===== config.mk =====
export PLATFORM = sky130hd
export DESIGN_NAME = sbd_dma_engine
export DESIGN_NICKNAME = d
export VERILOG_FILES = /design/src/sbd_pkg.sv /design/src/sbd_dma_engine.sv
export VERILOG_INCLUDE_DIRS = /design/src /design/src/src
export SDC_FILE = /design/constraint.sdc
export NUM_CORES = 1
export LEC_CHECK = 0
export BUFFER_PORTS_ARGS = -buffer_cell sky130_fd_sc_hd__buf_4
export CORE_ASPECT_RATIO = 2
export CORE_MARGIN = 2
export CORE_UTILIZATION = 55
export CTS_CLUSTER_DIAMETER = 30
export DETAILED_ROUTE_END_ITERATION = 12
export GPL_TIMING_DRIVEN = 0
export PLACE_DENSITY = 0.8
export SLEW_MARGIN = 20
export SYNTH_ARGS = -nofsm -noshare
export SYNTH_HDL_FRONTEND = slang
export SYNTH_SLANG_ARGS = --single-unit

===== constraint.sdc =====
create_clock -name ref_clk -period 4.5 [get_ports ref_clk]
set_input_delay 0 -clock ref_clk [delete_from_list [all_inputs] [get_ports ref_clk]]
set_output_delay 0 -clock ref_clk [all_outputs]
set_load 0.02 [all_outputs]

===== src/sbd_regs.svh =====
/*
  Offsets, field positions, reset values and counts for the SCSI bus
  master DMA engine. Assumes byte addresses on the register port.
*/
`ifndef SBD_REGS_SVH
`define SBD_REGS_SVH
`define SBD_OFF_CNT_LO   8'h00
`define SBD_OFF_CNT_MID  8'h04
`define SBD_OFF_SSTAT    8'h10
`define SBD_OFF_SFIFO    8'h1C
`define SBD_OFF_CNT_HI   8'h38
`define SBD_OFF_CMD      8'h40
`define SBD_OFF_STC      8'h44
`define SBD_OFF_SPA      8'h48
`define SBD_OFF_WBC      8'h4C
`define SBD_OFF_WAC      8'h50
`define SBD_OFF_STAT     8'h54
`define SBD_CMD_DIR      7
`define SBD_CMD_INTE_D   6
`define SBD_ST_ABORT     2
`define SBD_ST_FLUSH_COMPLETE_FLAG    5
`define SBD_ST_DONE      4
`define SBD_ST_ERROR     1
`define SBD_FIFO_DEPTH   24
`define SBD_BURST_WORDS  16
`define SBD_PAGE_MASK    32'h0000_0FFF
`define SBD_RESET_WORD   32'h0000_0000
`endif


===== src/sbd_pkg.sv =====
/*
  Types shared by the DMA engine. Assumes sbd_regs.svh is compiled too.
*/
package sbd_pkg;
  typedef enum logic [1:0] {
    SBD_CMD_IDLE  = 2'b00,
    SBD_CMD_FLUSH = 2'b01,
    SBD_CMD_ABORT = 2'b10,
    SBD_CMD_START = 2'b11
  } sbd_cmd_t;
  typedef enum logic [1:0] {
    SBD_ST_IDLE  = 2'b00,
    SBD_ST_RUN   = 2'b01,
    SBD_ST_FLUSH = 2'b10
  } sbd_state_t;
  typedef struct packed {
    logic        req;
    logic [15:0] data;
    logic        last_odd;
  } sbd_scsi_req_t;
  typedef struct packed {
    logic        wr;
    logic        rd;
    logic [7:0]  addr;
    logic [31:0] wdata;
  } sbd_reg_req_t;
endpackage : sbd_pkg


===== src/sbd_dma_engine.sv =====
/*
  SCSI bus master DMA engine: 24-word FIFO, funnel between the 32-bit host
  bus and the 16-bit SCSI FIFO path, command/status registers and a PIO
  bypass. Assumes a host bus master that takes words on mem_*_valid/ready
  and a SCSI core that keeps its own registers and raises its interrupt.
*/
// Overview of operation
// - 96-byte FIFO of 24 words, width conversion
// - All DMA bytes pass through the FIFO
// - PIO bypasses FIFO, byte on lowest lane
// - Funnel aligns bytes in hardware
// - Transfers organised on 4 KByte pages
// - SCSI moves two bytes per transfer
// - SCSI requests, engine acknowledges each transfer
// - To memory: burst once 16 words present
// - Residue below threshold still forwarded
// - From memory: burst fetch, pass to SCSI
// - Disconnect: keep filling, burst only at threshold
// - Command 01 flushes FIFO to memory
// - Flush completion sets flush complete flag
// - Odd byte pair written, counter zero, done
// - Direction bit 7 selects SCSI to memory
// - Idle command returns idle, no interrupt
// - Two command bits encode four commands
// - Idle stops transfer, keeps status bits
`timescale 1ns/10ps
`default_nettype none
`include "sbd_regs.svh"
module sbd_dma_engine
  import sbd_pkg::*;
(
  input  wire logic          ref_clk,        // PCI clock, 50 MHz
  input  wire logic          reset,          // Synchronous, active high
  input  wire sbd_reg_req_t  reg_req,        // Register access strobe
  output logic [31:0]        reg_rdata,      // Register read data
  input  wire logic [7:0]    scsi_pio_data,  // SCSI register byte (PIO)
  input  wire logic [7:0]    scsi_status,    // SCSI status register
  input  wire logic [7:0]    scsi_fifo_cnt,  // SCSI FIFO count/state
  input  wire logic [23:0]   scsi_xfer_cnt,  // Current transfer count
  input  wire sbd_scsi_req_t scsi_in,        // scsi_side_transfer_request
  output logic               scsi_side_transfer_ack, // Pair taken/given
  output logic [15:0]        scsi_out_data,  // Pair to SCSI FIFO
  output logic               mem_wr_valid,   // Word to memory valid
  input  wire logic          mem_wr_ready,   // Memory takes word
  output logic [31:0]        mem_wr_data,    // Word to memory
  output logic [31:0]        mem_addr,       // Current word address
  output logic               mem_burst_last, // Last word of burst
  input  wire logic          mem_rd_valid,   // Fetched word valid
  output logic               mem_rd_ready,   // Engine takes word
  input  wire logic [31:0]   mem_rd_data,    // Fetched word
  input  wire logic          mem_error,      // Host bus error
  output logic               inta_req        // Interrupt request
);
  // ----------------------------------------------------------------
  // Registers and state
  // ----------------------------------------------------------------
  logic [31:0] fifo_mem [0:`SBD_FIFO_DEPTH-1];
  logic [4:0]  wptr_reg, wptr_next, rptr_reg, rptr_next;
  logic [4:0]  cnt_reg, cnt_next;
  logic [7:0]  cmd_reg, cmd_next, stat_reg, stat_next;
  logic [23:0] stc_reg, stc_next, wbc_reg, wbc_next;
  logic [31:0] spa_reg, spa_next, wac_reg, wac_next;
  logic [15:0] half_reg, half_next;
  logic        half_vld_reg, half_vld_next;
  logic        hi_sel_reg, hi_sel_next;
  logic [4:0]  burst_reg, burst_next;
  logic [31:0] rdata_next;
  logic [15:0] out_reg, out_next;
  logic        inta_next;
  sbd_state_t  state_reg, state_next;
  logic        push, pop, to_mem, full, empty;
  logic [31:0] push_word;

  function automatic logic [4:0] sbd_inc(input logic [4:0] p);
    sbd_inc = (p == 5'(`SBD_FIFO_DEPTH - 1)) ? 5'h00 : p + 5'h01;
  endfunction : sbd_inc

  assign full     = (cnt_reg == 5'(`SBD_FIFO_DEPTH));
  assign empty    = (cnt_reg == 5'h00);
  assign to_mem   = cmd_reg[`SBD_CMD_DIR];

  // ----------------------------------------------------------------
  // Next state
  // ----------------------------------------------------------------
  always_comb begin
    wptr_next = wptr_reg;  rptr_next = rptr_reg;  cnt_next = cnt_reg;
    cmd_next = cmd_reg;  stat_next = stat_reg;  stc_next = stc_reg;
    wbc_next = wbc_reg;  spa_next = spa_reg;  wac_next = wac_reg;
    half_next = half_reg;  half_vld_next = half_vld_reg;
    hi_sel_next = hi_sel_reg;  burst_next = burst_reg;
    out_next = out_reg;
    state_next = state_reg;  push = 1'b0;  pop = 1'b0;
    push_word = mem_rd_data;
    scsi_side_transfer_ack = 1'b0;
    mem_wr_valid = 1'b0;  mem_rd_ready = 1'b0;  mem_burst_last = 1'b0;
    // SCSI side: one pair per request, funnelled into words.
    if (state_reg != SBD_ST_IDLE && to_mem && scsi_in.req &&
        !(half_vld_reg && full)) begin
      scsi_side_transfer_ack = 1'b1;
      if (half_vld_reg) begin
        push = 1'b1;
        push_word = {scsi_in.data, half_reg};
        half_vld_next = 1'b0;
      end else if (scsi_in.last_odd) begin
        push = !full;
        push_word = {16'h0000, scsi_in.data};
        scsi_side_transfer_ack = !full;
      end else begin
        half_next = scsi_in.data;
        half_vld_next = 1'b1;
      end
    end
    // Memory side, SCSI to memory: burst at threshold or on flush.
    if (state_reg != SBD_ST_IDLE && to_mem && !empty &&
        (burst_reg != 5'h00 || cnt_reg >= 5'(`SBD_BURST_WORDS) ||
         state_reg == SBD_ST_FLUSH || wbc_reg <= 24'(cnt_reg) * 24'd4))
    begin
      mem_wr_valid = 1'b1;
      mem_burst_last = (burst_reg == 5'(`SBD_BURST_WORDS - 1)) ||
                       (cnt_reg == 5'h01) ||
                       ((wac_reg & `SBD_PAGE_MASK) == 32'h0000_0FFC);
      if (mem_wr_ready) begin
        pop = 1'b1;
        burst_next = mem_burst_last ? 5'h00 : burst_reg + 5'h01;
        wac_next = wac_reg + 32'h0000_0004;
        wbc_next = (wbc_reg > 24'd4) ? wbc_reg - 24'd4 : 24'h000000;
      end
    end
    // Memory to SCSI: fetch words, hand them out as pairs.
    if (state_reg == SBD_ST_RUN && !to_mem) begin
      mem_rd_ready = !full && wbc_reg > 24'(cnt_reg) * 24'd4;
      if (mem_rd_valid && mem_rd_ready) begin
        push = 1'b1;
        wac_next = wac_reg + 32'h0000_0004;
      end
      if (scsi_in.req && !empty) begin
        scsi_side_transfer_ack = 1'b1;
        out_next = hi_sel_reg ? fifo_mem[rptr_reg][31:16]
                              : fifo_mem[rptr_reg][15:0];
        hi_sel_next = !hi_sel_reg;
        pop = hi_sel_reg;
        wbc_next = (wbc_reg > 24'd2) ? wbc_reg - 24'd2 : 24'h000000;
      end
    end
    if (push) wptr_next = sbd_inc(wptr_reg);
    if (pop)  rptr_next = sbd_inc(rptr_reg);
    cnt_next = cnt_reg + 5'(push) - 5'(pop);
    // Completion events: transfer done and flush complete.
    if (state_reg != SBD_ST_IDLE && wbc_next == 24'h000000 &&
        cnt_next == 5'h00 && !half_vld_next) begin
      stat_next[`SBD_ST_DONE] = 1'b1;
      if (state_reg == SBD_ST_FLUSH)
        stat_next[`SBD_ST_FLUSH_COMPLETE_FLAG] = 1'b1;
      state_next = SBD_ST_IDLE;
    end
    if (state_reg == SBD_ST_FLUSH && cnt_next == 5'h00) begin
      stat_next[`SBD_ST_FLUSH_COMPLETE_FLAG] = 1'b1;
      state_next = SBD_ST_IDLE;
    end
    // Register writes: the command code acts on each write.
    if (reg_req.wr) begin
      case (reg_req.addr)
        `SBD_OFF_CMD: begin
          cmd_next = reg_req.wdata[7:0] & 8'hF3;
          case (sbd_cmd_t'(reg_req.wdata[1:0]))
            SBD_CMD_IDLE:  state_next = SBD_ST_IDLE;
            SBD_CMD_FLUSH: state_next = SBD_ST_FLUSH;
            SBD_CMD_ABORT: begin
              state_next = SBD_ST_IDLE;
              stat_next[`SBD_ST_ABORT] = 1'b1;
            end
            SBD_CMD_START: begin
              state_next = SBD_ST_RUN;
              stat_next = 8'h00;
              wbc_next = stc_reg;
              wac_next = spa_reg;
              cnt_next = 5'h00;  wptr_next = 5'h00;  rptr_next = 5'h00;
              half_vld_next = 1'b0;  hi_sel_next = 1'b0;
              burst_next = 5'h00;
            end
            default: state_next = SBD_ST_IDLE;
          endcase
        end
        `SBD_OFF_STC: stc_next = reg_req.wdata[23:0];
        `SBD_OFF_SPA: spa_next = reg_req.wdata;
        default: ;
      endcase
    end
    // Set wins: a bus error in the cycle of a START still shows.
    if (mem_error) stat_next[`SBD_ST_ERROR] = 1'b1;
  end

  // ----------------------------------------------------------------
  // Register read mux
  // ----------------------------------------------------------------
  always_comb begin
    case (reg_req.addr)
      `SBD_OFF_CNT_LO:  rdata_next = {24'h000000, scsi_xfer_cnt[7:0]};
      `SBD_OFF_CNT_MID: rdata_next = {24'h000000, scsi_xfer_cnt[15:8]};
      `SBD_OFF_CNT_HI:  rdata_next = {24'h000000, scsi_xfer_cnt[23:16]};
      `SBD_OFF_SSTAT:   rdata_next = {24'h000000, scsi_status};
      `SBD_OFF_SFIFO:   rdata_next = {24'h000000, scsi_fifo_cnt};
      `SBD_OFF_CMD:     rdata_next = {24'h000000, cmd_reg};
      `SBD_OFF_STC:     rdata_next = {8'h00, stc_reg};
      `SBD_OFF_SPA:     rdata_next = spa_reg;
      `SBD_OFF_WBC:     rdata_next = {8'h00, wbc_reg};
      `SBD_OFF_WAC:     rdata_next = wac_reg;
      `SBD_OFF_STAT:    rdata_next = {24'h000000, stat_reg};
      // Any other SCSI register is PIO: one byte, upper lanes null.
      default:          rdata_next = {24'h000000, scsi_pio_data};
    endcase
    // Idle raises nothing; only error/done with the enable bit set do.
    inta_next = cmd_reg[`SBD_CMD_INTE_D] &&
                (stat_reg[`SBD_ST_DONE] || stat_reg[`SBD_ST_ERROR]);
  end

  // ----------------------------------------------------------------
  // Flip-flops
  // ----------------------------------------------------------------
  always_ff @(posedge ref_clk) begin
    if (push) fifo_mem[wptr_reg] <= push_word;
  end

  always_ff @(posedge ref_clk) begin
    if (reset) begin
      wptr_reg <= 5'h00;  rptr_reg <= 5'h00;  cnt_reg <= 5'h00;
      cmd_reg <= 8'h00;  stat_reg <= 8'h00;  stc_reg <= 24'h000000;
      wbc_reg <= 24'h000000;  spa_reg <= `SBD_RESET_WORD;
      wac_reg <= `SBD_RESET_WORD;  half_reg <= 16'h0000;
      half_vld_reg <= 1'b0;  hi_sel_reg <= 1'b0;  burst_reg <= 5'h00;
      out_reg <= 16'h0000;
      reg_rdata <= `SBD_RESET_WORD;  inta_req <= 1'b0;
      state_reg <= SBD_ST_IDLE;
    end else begin
      wptr_reg <= wptr_next;  rptr_reg <= rptr_next;  cnt_reg <= cnt_next;
      cmd_reg <= cmd_next;  stat_reg <= stat_next;  stc_reg <= stc_next;
      wbc_reg <= wbc_next;  spa_reg <= spa_next;  wac_reg <= wac_next;
      half_reg <= half_next;  half_vld_reg <= half_vld_next;
      hi_sel_reg <= hi_sel_next;  burst_reg <= burst_next;
      out_reg <= out_next;
      reg_rdata <= rdata_next;  inta_req <= inta_next;
      state_reg <= state_next;
    end
  end

  // Write data is read straight from the FIFO head so it matches valid.
  always_comb begin
    mem_wr_data   = fifo_mem[rptr_reg];
    mem_addr      = wac_reg;
    scsi_out_data = out_reg;
  end
endmodule : sbd_dma_engine
`default_nettype wire


==> flow_metrics.py <==
metrics = {
    "clock_network": {
        "clockRootBuffer": "clkbuf_16",
        "cts.path.max_buffers": 3,
        "clk_latency_ps": 750,
        "numCtsBuffers": 104,
        "h-tree-depth": 3,
        "clk_pin_slew_ps": 60,
        "cts_tree": "yes",
        "clock-sinks": 979,
    },
    "pwr": {
        "comb_power_share": 0.029,
        "p_per_area_mw_per_mm2": 387.3,
        "peakVddDrop_mv": 0.5277,
        "p_clk_frac": 0.468,
        "switching_share": 0.2246,
        "p_int_mw": 15.00,
        "power_mw": 19.34,
        "leakagePower_nw": 16.57,
        "p_sw_mw": 4.342,
        "seq_power_share": 0.504,
    },
    "floorplanning": {
        "die_width_um": 195.5,
        "rows": 140,
        "start_util": 0.5551,
        "dieArea_mm2": 0.07568,
        "die_h_um": 387.1,
        "design.core.area_mm2": 0.07269,
        "top_level_ports": 262,
    },
    "detailed_routing": {
        "via_count": 29200,
        "ant_nets": 0,
        "drc_errors": 0,
        "wl_per_cell_um": 37.08,
        "routed_wl_um": 155000,
        "first_pass_iters": 7,
        "viasPerCell": 6.986,
        "first_iter_violations": 4336,
    },
    "yosys": {
        "avgSynthCellArea_um2": 15.39,
        "synth_nets": 2794,
        "ys.flop_type": "edfxtp_1",
        "syn_inst": 2622,
        "async_flop_share": 0,
        "ys_ff_latch": 979,
        "synth_edf_count": 768,
        "synth.distinct_cells": 74,
        "yosysWarnings": 0,
        "ys_seq_area_frac": 0.6762,
        "netlist_area_mm2": 0.04035,
    },
    "timing": {
        "skew_ps": 56.54,
        "timing.fmax_ghz": 0.2043,
        "post-route-period-util": 1.088,
        "setup_viol": 11,
        "timing.slew.headroom": 0.1595,
        "rsz0062_at_grt": "yes",
        "min_period_ps": 4895,
        "tightest_slew_ps": 1261,
        "setup_tns_ps": -1520,
        "timing.hold.ws_ps": 46.73,
        "fin_ws_ps": -394.6,
        "hold_viol": 0,
        "slew_viol_final": 0,
    },
    "cells_and_area": {
        "fin_cells": 4180,
        "syn_to_final_growth_pct": 23.74,
        "largest_register_ffs": 768,
        "regMostFlops": "fifo_mem",
        "final_cell_mix": "edfxtp_1 (768), buf_4 (286), nand2_1 (261), mux4_2 (224), dfxtp_1 (201)",
        "nNetsFinal": 3324,
        "layout_commonest_cell": "edfxtp_1",
        "layout-drive-gt1-share": 0.2798,
    },
    "critical_path": {
        "worst_ep_arrival_time_ps": 5450,
        "r2r-start": "cnt_reg[4]$_SDFF_PP0_",
        "crit_end": "state_reg[0]$_SDFF_PP0_",
        "crit_fanout": 5,
        "reg2reg_depth": 20,
        "rr_endpoint": "state_reg[0]$_SDFF_PP0_",
        "crit_type": "register to register",
        "critical_path.startpoint": "cnt_reg[4]$_SDFF_PP0_",
        "cp-start-kind": "register",
        "cp_data_required_time_ps": 5060,
        "rrSetupSlack_ps": -390,
        "critPathCaptureType": "register",
    },
    "run_status": {
        "run_status": "finished with violations",
        "violations": "setup timing",
    },
    "grt": {
        "grt_usage": 0.4138,
        "grt_pass1_wl_um": 216300,
        "antenna_found_initial": 15,
        "grt-ovfl-total": 0,
        "grt_pass1_vias": 29710,
        "grt_max_degree": 25,
    },
    "place": {
        "io_buffers": 260,
        "place_ws_ps": -1393,
        "dp_cells": 3850,
        "dp_hpwl_um": 105300,
        "place_congestion": 1.087,
    },
    "job": {
        "max_cap_violations": 0,
    },
    "worst_hold_path": {
        "min_path_type": "input port to register",
        "holdCritStartpoint": "scsi_in[0]",
    },
}
-- how the worst min path moves through the flow --
stage / slack (ps) / cells after the start / end
4_1_cts: 0.2 / 5 / half_reg[5]$_SDFFE_PP0P_
3_3_place_gp: 260 / 3 / stat_reg[1]$_SDFFE_PP0P_
2_1_floorplan: 120 / 2 / stat_reg[1]$_SDFFE_PP0P_
3_5_place_dp: 260 / 3 / stat_reg[1]$_SDFFE_PP0P_
6_report: 50 / 5 / half_reg[5]$_SDFFE_PP0P_
5_1_grt: 70 / 5 / half_reg[5]$_SDFFE_PP0P_
-- final cells by class --
class                      instances  area (µm²)
timing repair buffer             433        4091
buffer                           154       693.2
fill                            4444       22760
tap                              923        1155
clock inverter                    74       892.1
antenna                           15       37.54
sequential                       979       27310
multi-input combinational       1459       12930
clock buffer                     122        2740
inverter                          21       83.83
-- critical path, cell delays in order (launching register included) --
cell and delay [ps]:
dfxtp_4 360, nor3_1 250, o2111ai_2 610, o21ai_4 490, clkinv_4 190, nand2_8 130, nand2_8 80, ha_4 270
inv_2 40, ha_4 150, fa_2 350, a21oi_2 150, nor2_1 50, nor2_1 130, xnor2_1 180, nand3_2 150
nor2_4 140, nand4_1 240, nor4_2 290, and4_4 380, o22ai_2 80
-- routing by layer --
metal / routed length, µm / part of all wire / GRT usage
met1: 42580 / 0.27 / 0.4029
met2: 72380 / 0.47 / 0.6556
met3: 19400 / 0.13 / 0.1510
met4: 20580 / 0.13 / 0.4273
met5: 36 / 0.00023 / 0.006498
-- power groups by stage --
stage / Sequential, mW / Combinational (mW) / Clock [mW]
floorplan: 9.94 / 0.134 / 0
global placement: 9.95 / 0.403 / 0
detailed placement: 9.94 / 0.445 / 0
CTS: 9.74 / 0.515 / 9.02
global route: 9.74 / 0.554 / 9.35
finish: 9.74 / 0.554 / 9.04
-- synth_stat cells, types with 9 or more instances --
library cell	n	area [µm²]
a221oi_1	12	105.1
a222oi_1	21	210.2
nor2_1	226	848.3
ha_1	26	325.3
xor2_1	34	297.8
nand4_1	14	87.58
a211oi_1	63	473.0
a21oi_1	145	725.7
a311oi_1	10	87.58
clkbuf_1	126	473.0
and3_1	16	100.1
xnor2_1	19	166.4
dfxtp_1	211	4224
nor4_1	17	106.4
nand3_1	33	165.2
mux2i_1	57	570.6
or3_1	9	56.30
nand2_1	264	991.0
a22oi_1	20	150.1
buf_1	29	108.9
nor2b_1	20	125.1
mux4_2	224	5045
a22o_1	20	175.2
a31oi_1	10	62.56
nor3_1	33	165.2
edfxtp_1	768	23060
o21ai_0	48	240.2
mux2_2	16	180.2
inv_1	20	75.07
-- kinds of logic (layout without fill, tap and decap cells) --
kind of cell             count (synthesis)  in the layout  synth area share
flip-flops                             979            979            0.6762
XOR/XNOR                                53             53           0.01150
AND/OR/NAND/NOR                        685            685           0.07637
AO/OA/AOI/OAI                          397            397           0.06589
multiplexers                           297            297            0.1436
adder cells (fa/ha/maj)                 27             27          0.008558
other                                    0             15                 0
buffers and inverters                  184            804           0.01786
-- stage by stage --
stage | area (µm²) | util
after floorplan | 40390 | -
after global placement | 43490 | 0.5983
after detailed placement | 44680 | 0.6146
after CTS | 49760 | 0.6845
after global routing | 49910 | 0.6866
final | 49930 | 0.6869
-- what timing repair did --
| item | 4_1_cts | 5_1_grt |
|---|---|---|
| pin swaps | 16 | 13 |
| setup endpoints to repair | 413 | 31 |
| endpoints found under the hold margin | 396 | 0 |
| hold buffers | 107 | 0 |
| resized for setup | 112 | 48 |
| buffers inserted | 14 | 4 |
No activity file was read; power rests on OpenSTA's default activity.
